File: src/logic/gpio_pkg.sv
// Summary of operation
// - Port B is eight bits with per-pin pull-ups
// - Port C is seven bits with per-pin pull-ups
// - Port D is eight bits with per-pin pull-ups
// - Port E is four bits with per-pin pull-ups
// - All pins float during reset; with no clock only a low on C6 floats them
// - Clock fuse makes B6 the oscillator input
// - Clock fuse makes B7 the oscillator output
// - RC clock plus async select: B7:6 timer oscillator
// - Reset-disable fuse programmed makes C6 plain I/O
// - Long low on C6 resets device without clock
package gpio_pkg;

	// ----------------------------------------
	// Port widths
	// ----------------------------------------
	localparam int PB_W = 8;
	localparam int PC_W = 7;
	localparam int PD_W = 8;
	localparam int PE_W = 4;

	// ----------------------------------------
	// Register map, byte addresses
	// ----------------------------------------
	localparam logic [7:0] OFS_PORT_B = 8'h00;
	localparam logic [7:0] OFS_PORT_C = 8'h10;
	localparam logic [7:0] OFS_PORT_D = 8'h20;
	localparam logic [7:0] OFS_PORT_E = 8'h30;
	localparam logic [7:0] OFS_CONFIG = 8'h40;
	// Register within a port block, address bits 3:2
	localparam logic [1:0] SUB_DIR = 2'h0;
	localparam logic [1:0] SUB_OUT = 2'h1;
	localparam logic [1:0] SUB_PULL = 2'h2;
	localparam logic [1:0] SUB_IN = 2'h3;

	// ----------------------------------------
	// Config register fields
	// ----------------------------------------
	localparam int CFG_ASYNC_BIT = 0;
	localparam int CFG_CLKSRC_LSB = 1;
	localparam int CFG_RSTDIS_BIT = 3;
	localparam logic CFG_ASYNC_RST = 1'b0;

	// ----------------------------------------
	// Reset values
	// ----------------------------------------
	localparam logic [7:0] DIR_RST = 8'h00;
	localparam logic [7:0] OUT_RST = 8'h00;
	localparam logic [7:0] PULL_RST = 8'h00;
	localparam logic [1:0] CLKSRC_FUSE_RST = 2'h0;
	localparam logic RSTDIS_FUSE_RST = 1'b0;

	// Clock source chosen by the clock-selection fuses
	typedef enum logic [1:0] {
		CLK_CRYSTAL,
		CLK_RC_INT,
		CLK_EXT,
		CLK_SPARE
	} clk_src_t;

endpackage

File: src/logic/port_if.sv
`timescale 1ns/1ps
// Register strobes down, register and pin state up
interface port_if #(parameter int W = 8);
	logic we_dir;
	logic we_out;
	logic we_pull;
	logic [W-1:0] wdata;
	logic [W-1:0] dir;
	logic [W-1:0] out;
	logic [W-1:0] pull;
	logic [W-1:0] pin_sync;

	modport ctl(output we_dir, output we_out, output we_pull, output wdata,
		input dir, input out, input pull, input pin_sync);
	modport port(input we_dir, input we_out, input we_pull, input wdata,
		output dir, output out, output pull, output pin_sync);
endinterface

File: src/logic/port_regs.sv
`timescale 1ns/1ps
// One port: direction, output and pull-up registers, input synchroniser
module port_regs #(
	parameter int W = 8
) (
	input wire logic clk_i, // Core clock
	input wire logic rst_i, // Core reset, sync, high
	input wire logic [W-1:0] pin_i, // Raw pin levels
	port_if.port bus // Register side
);

	logic [W-1:0] dir_reg;
	logic [W-1:0] out_reg;
	logic [W-1:0] pull_reg;
	logic [W-1:0] meta_reg;
	logic [W-1:0] sync_reg;

	// ----------------------------------------
	// Software registers
	// ----------------------------------------
	always_ff @(posedge clk_i) begin
		if (rst_i) begin
			dir_reg <= gpio_pkg::DIR_RST[W-1:0];
			out_reg <= gpio_pkg::OUT_RST[W-1:0];
			pull_reg <= gpio_pkg::PULL_RST[W-1:0];
		end else begin
			if (bus.we_dir) dir_reg <= bus.wdata;
			if (bus.we_out) out_reg <= bus.wdata;
			if (bus.we_pull) pull_reg <= bus.wdata;
		end
	end

	// Pins are asynchronous to the core, two stages before use
	always_ff @(posedge clk_i) begin
		meta_reg <= pin_i;
		sync_reg <= meta_reg;
	end

	assign bus.dir = dir_reg;
	assign bus.out = out_reg;
	assign bus.pull = pull_reg;
	assign bus.pin_sync = sync_reg;

endmodule

File: src/logic/gpio_ports.sv
// Design decisions made here: the Wishbone register port and the placing of the registers.
`timescale 1ns/1ps
// Four general-purpose ports behind a classic Wishbone slave
module gpio_ports (
	input wire logic clk_i, // Core clock, 10 MHz
	input wire logic rst_i, // Reset, sync, high
	input wire logic [7:0] wb_adr_i, // Byte address
	input wire logic [31:0] wb_dat_i, // Write data
	input wire logic [3:0] wb_sel_i, // Byte enables
	input wire logic wb_we_i, // Write
	input wire logic wb_cyc_i, // Cycle
	input wire logic wb_stb_i, // Strobe
	output logic [31:0] wb_dat_o, // Read data
	output logic wb_ack_o, // Acknowledge
	input wire logic [gpio_pkg::PB_W-1:0] pb_in_i, // Port B pin level
	output logic [gpio_pkg::PB_W-1:0] pb_out_o, // Port B drive value
	output logic [gpio_pkg::PB_W-1:0] pb_oe_o, // Port B driver on
	output logic [gpio_pkg::PB_W-1:0] pb_pull_o, // Port B pull-up on
	input wire logic [gpio_pkg::PC_W-1:0] pc_in_i, // Port C pin level
	output logic [gpio_pkg::PC_W-1:0] pc_out_o, // Port C drive value
	output logic [gpio_pkg::PC_W-1:0] pc_oe_o, // Port C driver on
	output logic [gpio_pkg::PC_W-1:0] pc_pull_o, // Port C pull-up on
	input wire logic [gpio_pkg::PD_W-1:0] pd_in_i, // Port D pin level
	output logic [gpio_pkg::PD_W-1:0] pd_out_o, // Port D drive value
	output logic [gpio_pkg::PD_W-1:0] pd_oe_o, // Port D driver on
	output logic [gpio_pkg::PD_W-1:0] pd_pull_o, // Port D pull-up on
	input wire logic [gpio_pkg::PE_W-1:0] pe_in_i, // Port E pin level
	output logic [gpio_pkg::PE_W-1:0] pe_out_o, // Port E drive value
	output logic [gpio_pkg::PE_W-1:0] pe_oe_o, // Port E driver on
	output logic [gpio_pkg::PE_W-1:0] pe_pull_o, // Port E pull-up on
	input wire logic [1:0] clk_src_fuse_i, // Clock-selection fuses
	input wire logic reset_pin_disable_fuse_i, // High: programmed
	output logic crystal_amp_en_o, // Oscillator amp owns pins
	output logic timer_osc_en_o, // Timer oscillator owns pins
	output logic device_reset_o // Reset from rst_i or the reset pin
);

	// ----------------------------------------
	// Fuse and reset-pin synchronisers
	// ----------------------------------------
	logic [1:0] clksrc_meta_reg;
	logic [1:0] clksrc_reg;
	logic rstdis_meta_reg;
	logic rstdis_reg;
	logic rstpin_meta_reg;
	logic rstpin_reg;

	// Fuses are static, but still cross in from outside the clock domain
	always_ff @(posedge clk_i) begin
		if (rst_i) begin
			clksrc_meta_reg <= gpio_pkg::CLKSRC_FUSE_RST;
			clksrc_reg <= gpio_pkg::CLKSRC_FUSE_RST;
			rstdis_meta_reg <= gpio_pkg::RSTDIS_FUSE_RST;
			rstdis_reg <= gpio_pkg::RSTDIS_FUSE_RST;
		end else begin
			clksrc_meta_reg <= clk_src_fuse_i;
			clksrc_reg <= clksrc_meta_reg;
			rstdis_meta_reg <= reset_pin_disable_fuse_i;
			rstdis_reg <= rstdis_meta_reg;
		end
	end

	// Reset pin level, resting high so a reset does not hold itself
	always_ff @(posedge clk_i) begin
		if (rst_i) begin
			rstpin_meta_reg <= 1'b1;
			rstpin_reg <= 1'b1;
		end else begin
			rstpin_meta_reg <= pc_in_i[6];
			rstpin_reg <= rstpin_meta_reg;
		end
	end

	// Raw path works with no clock; glitches float the pins, drop the oscillator enables and pulse device_reset_o
	wire pin_rst_async = ~pc_in_i[6] & ~rstdis_reg;
	wire pin_rst_sync = ~rstpin_reg & ~rstdis_reg;
	wire core_rst = rst_i | pin_rst_sync;

	// ----------------------------------------
	// Pin ownership
	// ----------------------------------------
	gpio_pkg::clk_src_t clk_src;
	logic async_sel_reg;

	assign clk_src = gpio_pkg::clk_src_t'(clksrc_reg);
	wire osc_in_used = (clk_src == gpio_pkg::CLK_CRYSTAL) || (clk_src == gpio_pkg::CLK_EXT);
	wire osc_out_used = (clk_src == gpio_pkg::CLK_CRYSTAL);
	wire tosc_used = (clk_src == gpio_pkg::CLK_RC_INT) && async_sel_reg;
	wire [gpio_pkg::PB_W-1:0] mask_b = {~(osc_out_used | tosc_used), ~(osc_in_used | tosc_used), 6'h3f};
	wire [gpio_pkg::PC_W-1:0] mask_c = {rstdis_reg, 6'h3f};

	// ----------------------------------------
	// Port register slices
	// ----------------------------------------
	port_if #(.W(gpio_pkg::PB_W)) b_if();
	port_if #(.W(gpio_pkg::PC_W)) c_if();
	port_if #(.W(gpio_pkg::PD_W)) d_if();
	port_if #(.W(gpio_pkg::PE_W)) e_if();

	port_regs #(.W(gpio_pkg::PB_W)) u_port_b (.clk_i(clk_i), .rst_i(core_rst), .pin_i(pb_in_i), .bus(b_if.port));
	port_regs #(.W(gpio_pkg::PC_W)) u_port_c (.clk_i(clk_i), .rst_i(core_rst), .pin_i(pc_in_i), .bus(c_if.port));
	port_regs #(.W(gpio_pkg::PD_W)) u_port_d (.clk_i(clk_i), .rst_i(core_rst), .pin_i(pd_in_i), .bus(d_if.port));
	port_regs #(.W(gpio_pkg::PE_W)) u_port_e (.clk_i(clk_i), .rst_i(core_rst), .pin_i(pe_in_i), .bus(e_if.port));

	// ----------------------------------------
	// Wishbone decode
	// ----------------------------------------
	logic ack_reg;
	logic [31:0] dat_reg;

	// Index of the port block an address falls in, or none
	function automatic logic [2:0] port_hit(input logic [7:0] adr);
		port_hit = 3'h4;
		if (adr[7:6] == 2'h0 && adr[1:0] == 2'h0) port_hit = {1'b0, adr[5:4]};
	endfunction

	wire [2:0] hit = port_hit(wb_adr_i);
	wire [1:0] sub = wb_adr_i[3:2];
	wire req = wb_cyc_i & wb_stb_i;
	// Writes land on the edge at which the master sees ack
	wire wr_go = req & wb_we_i & ack_reg & wb_sel_i[0];
	wire cfg_hit = (wb_adr_i == gpio_pkg::OFS_CONFIG);
	wire wr_b = wr_go && hit == gpio_pkg::OFS_PORT_B[6:4];
	wire wr_c = wr_go && hit == gpio_pkg::OFS_PORT_C[6:4];
	wire wr_d = wr_go && hit == gpio_pkg::OFS_PORT_D[6:4];
	wire wr_e = wr_go && hit == gpio_pkg::OFS_PORT_E[6:4];

	assign b_if.we_dir = wr_b && sub == gpio_pkg::SUB_DIR;
	assign b_if.we_out = wr_b && sub == gpio_pkg::SUB_OUT;
	assign b_if.we_pull = wr_b && sub == gpio_pkg::SUB_PULL;
	assign b_if.wdata = wb_dat_i[gpio_pkg::PB_W-1:0];
	assign c_if.we_dir = wr_c && sub == gpio_pkg::SUB_DIR;
	assign c_if.we_out = wr_c && sub == gpio_pkg::SUB_OUT;
	assign c_if.we_pull = wr_c && sub == gpio_pkg::SUB_PULL;
	assign c_if.wdata = wb_dat_i[gpio_pkg::PC_W-1:0];
	assign d_if.we_dir = wr_d && sub == gpio_pkg::SUB_DIR;
	assign d_if.we_out = wr_d && sub == gpio_pkg::SUB_OUT;
	assign d_if.we_pull = wr_d && sub == gpio_pkg::SUB_PULL;
	assign d_if.wdata = wb_dat_i[gpio_pkg::PD_W-1:0];
	assign e_if.we_dir = wr_e && sub == gpio_pkg::SUB_DIR;
	assign e_if.we_out = wr_e && sub == gpio_pkg::SUB_OUT;
	assign e_if.we_pull = wr_e && sub == gpio_pkg::SUB_PULL;
	assign e_if.wdata = wb_dat_i[gpio_pkg::PE_W-1:0];

	// Pick one register of a port; inputs show the pins after the synchroniser
	function automatic logic [7:0] pick(input logic [1:0] s, input logic [7:0] d, input logic [7:0] o,
		input logic [7:0] p, input logic [7:0] i);
		case (s)
			gpio_pkg::SUB_DIR: pick = d;
			gpio_pkg::SUB_OUT: pick = o;
			gpio_pkg::SUB_PULL: pick = p;
			default: pick = i;
		endcase
	endfunction

	wire [7:0] rd_b = pick(sub, b_if.dir, b_if.out, b_if.pull, b_if.pin_sync);
	wire [7:0] rd_c = pick(sub, {1'b0, c_if.dir}, {1'b0, c_if.out}, {1'b0, c_if.pull}, {1'b0, c_if.pin_sync});
	wire [7:0] rd_d = pick(sub, d_if.dir, d_if.out, d_if.pull, d_if.pin_sync);
	wire [7:0] rd_e = pick(sub, {4'h0, e_if.dir}, {4'h0, e_if.out}, {4'h0, e_if.pull}, {4'h0, e_if.pin_sync});
	wire [7:0] rd_cfg = {4'h0, rstdis_reg, clksrc_reg, async_sel_reg};
	// Unmapped addresses still answer, with zero
	wire [7:0] rd_mux = cfg_hit ? rd_cfg :
		(hit == 3'h0) ? rd_b : (hit == 3'h1) ? rd_c : (hit == 3'h2) ? rd_d : (hit == 3'h3) ? rd_e : 8'h00;

	// Ack one cycle after the request, dropped the cycle after
	always_ff @(posedge clk_i) begin
		if (core_rst) begin
			ack_reg <= 1'b0;
			dat_reg <= 32'h0000_0000;
		end else begin
			ack_reg <= req & ~ack_reg;
			if (req & ~ack_reg) dat_reg <= {24'h00_0000, rd_mux};
		end
	end

	// Async timer oscillator select
	always_ff @(posedge clk_i) begin
		if (core_rst) begin
			async_sel_reg <= gpio_pkg::CFG_ASYNC_RST;
		end else if (wr_go && cfg_hit) begin
			async_sel_reg <= wb_dat_i[gpio_pkg::CFG_ASYNC_BIT];
		end
	end

	assign wb_ack_o = ack_reg;
	assign wb_dat_o = dat_reg;

	// ----------------------------------------
	// Pad control flops
	// ----------------------------------------
	// Pull-up only where the pin is a GPIO input with its driver off
	wire [gpio_pkg::PB_W-1:0] pb_pull_next = b_if.pull & ~b_if.dir & mask_b;
	wire [gpio_pkg::PC_W-1:0] pc_pull_next = c_if.pull & ~c_if.dir & mask_c;
	wire [gpio_pkg::PD_W-1:0] pd_pull_next = d_if.pull & ~d_if.dir;
	wire [gpio_pkg::PE_W-1:0] pe_pull_next = e_if.pull & ~e_if.dir;

	// Async clear from the reset pin: floats pads even with no clock
	always_ff @(posedge clk_i or posedge pin_rst_async) begin
		if (pin_rst_async) begin
			{pb_out_o, pb_oe_o, pb_pull_o} <= '0;
			{pc_out_o, pc_oe_o, pc_pull_o} <= '0;
			{pd_out_o, pd_oe_o, pd_pull_o} <= '0;
			{pe_out_o, pe_oe_o, pe_pull_o} <= '0;
		end else if (core_rst) begin
			{pb_out_o, pb_oe_o, pb_pull_o} <= '0;
			{pc_out_o, pc_oe_o, pc_pull_o} <= '0;
			{pd_out_o, pd_oe_o, pd_pull_o} <= '0;
			{pe_out_o, pe_oe_o, pe_pull_o} <= '0;
		end else begin
			{pb_out_o, pb_oe_o, pb_pull_o} <= {b_if.out & mask_b, b_if.dir & mask_b, pb_pull_next};
			{pc_out_o, pc_oe_o, pc_pull_o} <= {c_if.out & mask_c, c_if.dir & mask_c, pc_pull_next};
			{pd_out_o, pd_oe_o, pd_pull_o} <= {d_if.out, d_if.dir, pd_pull_next};
			{pe_out_o, pe_oe_o, pe_pull_o} <= {e_if.out, e_if.dir, pe_pull_next};
		end
	end

	// Function outputs and the reset indication
	always_ff @(posedge clk_i or posedge pin_rst_async) begin
		if (pin_rst_async) begin
			crystal_amp_en_o <= 1'b0;
			timer_osc_en_o <= 1'b0;
			device_reset_o <= 1'b1;
		end else begin
			crystal_amp_en_o <= ~core_rst & osc_in_used;
			timer_osc_en_o <= ~core_rst & tosc_used;
			device_reset_o <= core_rst;
		end
	end

	// ----------------------------------------
	// Assertions
	// ----------------------------------------
	wire all_gpio_b = (clk_src == gpio_pkg::CLK_RC_INT) && !async_sel_reg;

	AST_RESET_FLOATS: assert property (@(posedge clk_i) core_rst |=>
		(pb_oe_o == '0 && pc_oe_o == '0 && pd_oe_o == '0 && pe_oe_o == '0 && pb_pull_o == '0))
		else $error("pads driven or pulled after reset");
	AST_PULL_NOT_DRIVEN: assert property (@(posedge clk_i) disable iff (rst_i)
		((pb_pull_o & pb_oe_o) == '0) && ((pc_pull_o & pc_oe_o) == '0) && ((pd_pull_o & pd_oe_o) == '0)
		&& ((pe_pull_o & pe_oe_o) == '0))
		else $error("pull-up on while driver is on");
	AST_B_DIR_TO_OE: assert property (@(posedge clk_i) disable iff (core_rst)
		b_if.we_dir && all_gpio_b ##1 all_gpio_b |=> pb_oe_o == $past(wb_dat_i[7:0], 2))
		else $error("port B direction write not seen on drivers");
	AST_C_OUT_TO_PIN: assert property (@(posedge clk_i) disable iff (core_rst)
		c_if.we_out |=> ##1 pc_out_o[5:0] == $past(wb_dat_i[5:0], 2))
		else $error("port C output write not seen on pins");
	AST_D_OUT_TO_PIN: assert property (@(posedge clk_i) disable iff (core_rst)
		d_if.we_out |=> ##1 pd_out_o == $past(wb_dat_i[7:0], 2))
		else $error("port D output write not seen on pins");
	AST_E_PULL: assert property (@(posedge clk_i) disable iff (core_rst)
		e_if.we_pull && e_if.dir == '0 |=> ##1 pe_pull_o == $past(wb_dat_i[3:0], 2))
		else $error("port E pull-up write not applied");
	AST_OSC_IN_PIN: assert property (@(posedge clk_i) disable iff (rst_i)
		osc_in_used |=> !pb_oe_o[6] && !pb_pull_o[6] && crystal_amp_en_o == !$past(core_rst))
		else $error("oscillator input pin still used as I/O");
	AST_OSC_OUT_PIN: assert property (@(posedge clk_i) disable iff (rst_i)
		osc_out_used |=> !pb_oe_o[7] && !pb_pull_o[7])
		else $error("oscillator output pin still driven as I/O");
	AST_TOSC_PINS: assert property (@(posedge clk_i) disable iff (core_rst)
		tosc_used |=> timer_osc_en_o && pb_oe_o[7:6] == 2'h0)
		else $error("timer oscillator pins not released");
	AST_C6_RESET_ROLE: assert property (@(posedge clk_i) disable iff (rst_i)
		!rstdis_reg |=> !pc_oe_o[6] && !pc_pull_o[6])
		else $error("reset pin driven as I/O");
	AST_PIN_RESET: assert property (@(posedge clk_i) disable iff (rst_i)
		pin_rst_sync |=> device_reset_o && ack_reg == 1'b0)
		else $error("reset pin low did not reset");

	COV_WRITE_B: cover property (@(posedge clk_i) b_if.we_dir ##2 pb_oe_o != '0);
	COV_TOSC: cover property (@(posedge clk_i) tosc_used ##1 timer_osc_en_o);
	COV_PIN_RESET: cover property (@(posedge clk_i) pin_rst_sync ##1 device_reset_o);
	COV_C6_GPIO: cover property (@(posedge clk_i) rstdis_reg && pc_oe_o[6]);

endmodule

File: config.mk
export PLATFORM = sky130hd
export DESIGN_NAME = gpio_ports
export DESIGN_NICKNAME = d
export VERILOG_FILES = /design/src/logic/gpio_pkg.sv /design/src/logic/port_if.sv /design/src/logic/port_regs.sv /design/src/logic/gpio_ports.sv
export SDC_FILE = /design/constraint.sdc
export NUM_CORES = 1
export LEC_CHECK = 0
export BUFFER_PORTS_ARGS = -buffer_cell sky130_fd_sc_hd__buf_2
export CORE_UTILIZATION = 53
export CTS_CLUSTER_SIZE = 40
export DETAILED_ROUTE_END_ITERATION = 10
export PLACE_DENSITY = 0.83
export SLEW_MARGIN = 20
export SYNTH_ARGS = -nofsm -noshare
export SYNTH_HDL_FRONTEND = slang
export SYNTH_HIERARCHICAL = 1
export SYNTH_SLANG_ARGS = --single-unit
File: constraint.sdc
create_clock -name clk_i -period 1.9 [get_ports clk_i]
set_input_delay 0.285 -clock clk_i [delete_from_list [all_inputs] [get_ports clk_i]]
set_output_delay 0.285 -clock clk_i [all_outputs]
set_load 0.1 [all_outputs]
==> impl_metrics.tcl <==
set metrics [dict create \
    vias 5907 \
    slowest_stage "a221oi_1" \
    start_util_pct 54.2 \
    p_seq_share_pct 48.9 \
    p_switching_mw 2.38 \
    r2r_start "wb_ack_o" \
    final_core_utilization_pct 67.7 \
    hold_viol 0 \
    hold_path_class "input port to flip-flop" \
    clockPowerShare_pct 44.1 \
    grt_pass1_vias 5927 \
    nNetsFinal 989 \
    diodes 0 \
    hpwl_um 13200 \
    ys_ff_latch 237 \
    startpoint_type "flip-flop" \
    p_comb_share_pct 7.0 \
    yosysWarnings 6 \
    crit_family "compound AO/OA/AOI/OAI gates" \
    synth_top_area_cell "dfxtp_1" \
    die-area_um2 16800 \
    yosysTopAreaCellShare_pct 35.6 \
    portBuffers 144 \
    drtAntennaViolNets 0 \
    crit_cells 5 \
    fmax_mhz 547 \
    min_period_ps 1830 \
    clock_latency_ps 500 \
    maxSlewViolCount 0 \
    relSlewSlack_pct 64.9 \
    powerDensity_nw_per_um2 968 \
    synth_cells 699 \
    cts.sinks 237 \
    crit_fanout 14 \
    p_sw_share_pct 22.9 \
    gr-usage-all-layers_pct 24.5 \
    cts_buffers 24 \
    clock_path_buffers 3 \
    worstSetupPathType "flip-flop to flip-flop" \
    worstPathRequired_ps 2270 \
    rrSetupSlack_ps 70 \
    critical-path-max-stage-delay_ps 400 \
    rows 46 \
    synthArstFlopShare_pct 35.4 \
    holdWs_ps 135 \
    tns_ps 0 \
    die_w_um 129 \
    outcome "completed" \
    dr.pass1.iters 7 \
    antenna_found_initial 0 \
    cts.clk_slew.worst_paths_ps 60 \
    cp-startpoint "wb_ack_o" \
    finClkSkew_ps 13.9 \
    avgViaCountPerCell 5.16 \
    grt_setup_unrepaired "no" \
    r2r_cells 5 \
    h-tree-depth 1 \
    synth-seq-area-share_pct 60.0 \
    final_common_cell "dfxtp_1" \
    fin_crit_sh_pct 96.2 \
    grt_pass1_wl_um 31100 \
    drt-total-wl_um 20000 \
    die_y_um 129 \
    end_kind "flip-flop" \
    setup_violations 0 \
    avgSynthCellArea_um2 12.3 \
    critPathArrivalTime_ps 2190 \
    maxCapViolCount 0 \
    internal_power_mw 8.03 \
    layout_setup_ws_ps 73.1 \
    core_area_um2 15900 \
    crit_chain "nand3b_1, buf_4, a221oi_1, o21ai_0, nor2b_1" \
    ir_worst_vdd_uv 724 \
    path_buf_inv 1 \
    syn_to_final_growth_pct 24.9 \
    ios 196 \
    yosysUniqueCellTypes 50 \
    cts_tree "built" \
    grt_max_degree 55 \
    critPathCapture "wb_dat_o[3]" \
    drcViolationCount 0 \
    drive_gt1_share_pct 30.0 \
    syn-cell-area_um2 8610 \
    regToRegEndpoint "wb_dat_o[3]" \
    yosys-top-cells-area "dfxtp_1, dfrtp_1, mux2i_1, mux4_2, nor2_1" \
    synth_edf_count 0 \
    wl_per_cell_um 17.5 \
    fillCellCount 1182 \
    layout_common_cells "dfxtp_1, buf_2, nor2_1" \
    overflow 0 \
    place_congestion 0.843 \
    drt_iter0_drc 466 \
    dp_worst_setup_slack_ps -267 \
    ys.flop_type "dfxtp_1" \
    tightest_slew_ps 530 \
    cts_root_buf "clkbuf_16" \
    p_leak_nw 4.78 \
]
## worst reg2reg max path, stage by stage, from the launching register on
cell      delay (ps)
dfxtp_4          340
nand3b_1         320
buf_4            290
a221oi_1         400
o21ai_0          180
nor2b_1          180
## per-stage QoR
stage,power [mW],std cells,area (µm²)
4_1_cts,10.5,1142,10700
2_1_floorplan,5.70,722,8700
5_1_grt,10.8,1144,10800
3_5_place_dp,5.87,1068,9640
3_3_place_gp,5.86,1068,9640
6_report,10.4,1144,10800
## final cells by class
class	instances	area, µm²	area share (%)
Clock buffer	37	721	6.70
Clock inverter	7	71.3	0.663
Inverter	9	35.0	0.326
Multi-Input combinational cell	409	3020	28.0
Sequential cell	237	5170	48.0
Tap cell	216	270	2.51
Timing Repair Buffer	229	1480	13.7
## power by group through the flow
| stage | combinational, mW | clock (mW) | sequential (mW) |
|---|---|---|---|
| after global placement | 0.662 | 0 | 5.19 |
| after global routing | 0.771 | 4.90 | 5.10 |
| final | 0.729 | 4.59 | 5.09 |
| after CTS | 0.722 | 4.67 | 5.09 |
| after floorplan | 0.481 | 0 | 5.22 |
| after detailed placement | 0.671 | 0 | 5.20 |
## synthesized netlist by cell type, types with 2 or more instances
cell type and n:
nand2b_1 5, mux4_2 21, or2_2 3, a221oi_1 3, nor4_1 3, o311ai_0 3, nor3_1 8, mux2_2 3
buf_2 5, buf_6 14, a22oi_1 4, mux2i_1 85, a21oi_1 5, buf_4 32, clkbuf_1 11, a31oi_1 4
a22o_1 5, nor2b_1 10, and2_1 48, a2111oi_2 2, o221ai_1 3, dfrtp_1 83, a221o_1 2, o21ai_0 5
inv_1 8, nor2_1 106, nand2_1 9, dfxtp_1 153, clkbuf_2 3, and3b_1 2, nor3b_1 26, nand3_1 7
## how the worst min path moves through the flow
stage	from	end	slack (ps)	cells after the start
6_report	wb_dat_i[7]	u_port_b/bus.out[7]	130	3
3_3_place_gp	u_port_c/meta_reg[6]	u_port_c/bus.pin_sync[6]	310	0
4_1_cts	wb_dat_i[7]	u_port_b/bus.out[7]	120	3
5_1_grt	wb_dat_i[7]	u_port_b/bus.dir[7]	150	3
3_5_place_dp	u_port_c/meta_reg[2]	u_port_c/bus.pin_sync[2]	310	0
2_1_floorplan	u_port_b/meta_reg[0]	u_port_b/bus.pin_sync[0]	310	0
## what timing repair did
| action | CTS | global route |
|---|---|---|
| resized for setup | 0 | 4 |
| endpoints found under the hold margin | 54 | 0 |
| hold buffers | 30 | 0 |
| setup buffers | 0 | 2 |
| endpoints found under the setup margin | 0 | 13 |
## per-layer routing
layer | track usage [%] | vias to the layer above | part of all wire, %
li1 | - | 2754 | -
met1 | 32.3 | 2876 | 42
met2 | 40.7 | 237 | 50
met3 | 3.55 | 40 | 5.5
met4 | 10.2 | 0 | 2.9
met5 | 0 | - | 0
## kinds of logic after synthesis
kind of cell,after synthesis,share of synthesized area [%]
buffers and inverters,76,6.20
AOI/OAI and AO/OA,40,3.66
DFF,237,60.0
other,1,0.0435
and+or+nand+nor,236,14.4
muxes,109,15.8
No activity file was read; power rests on OpenSTA's default activity.
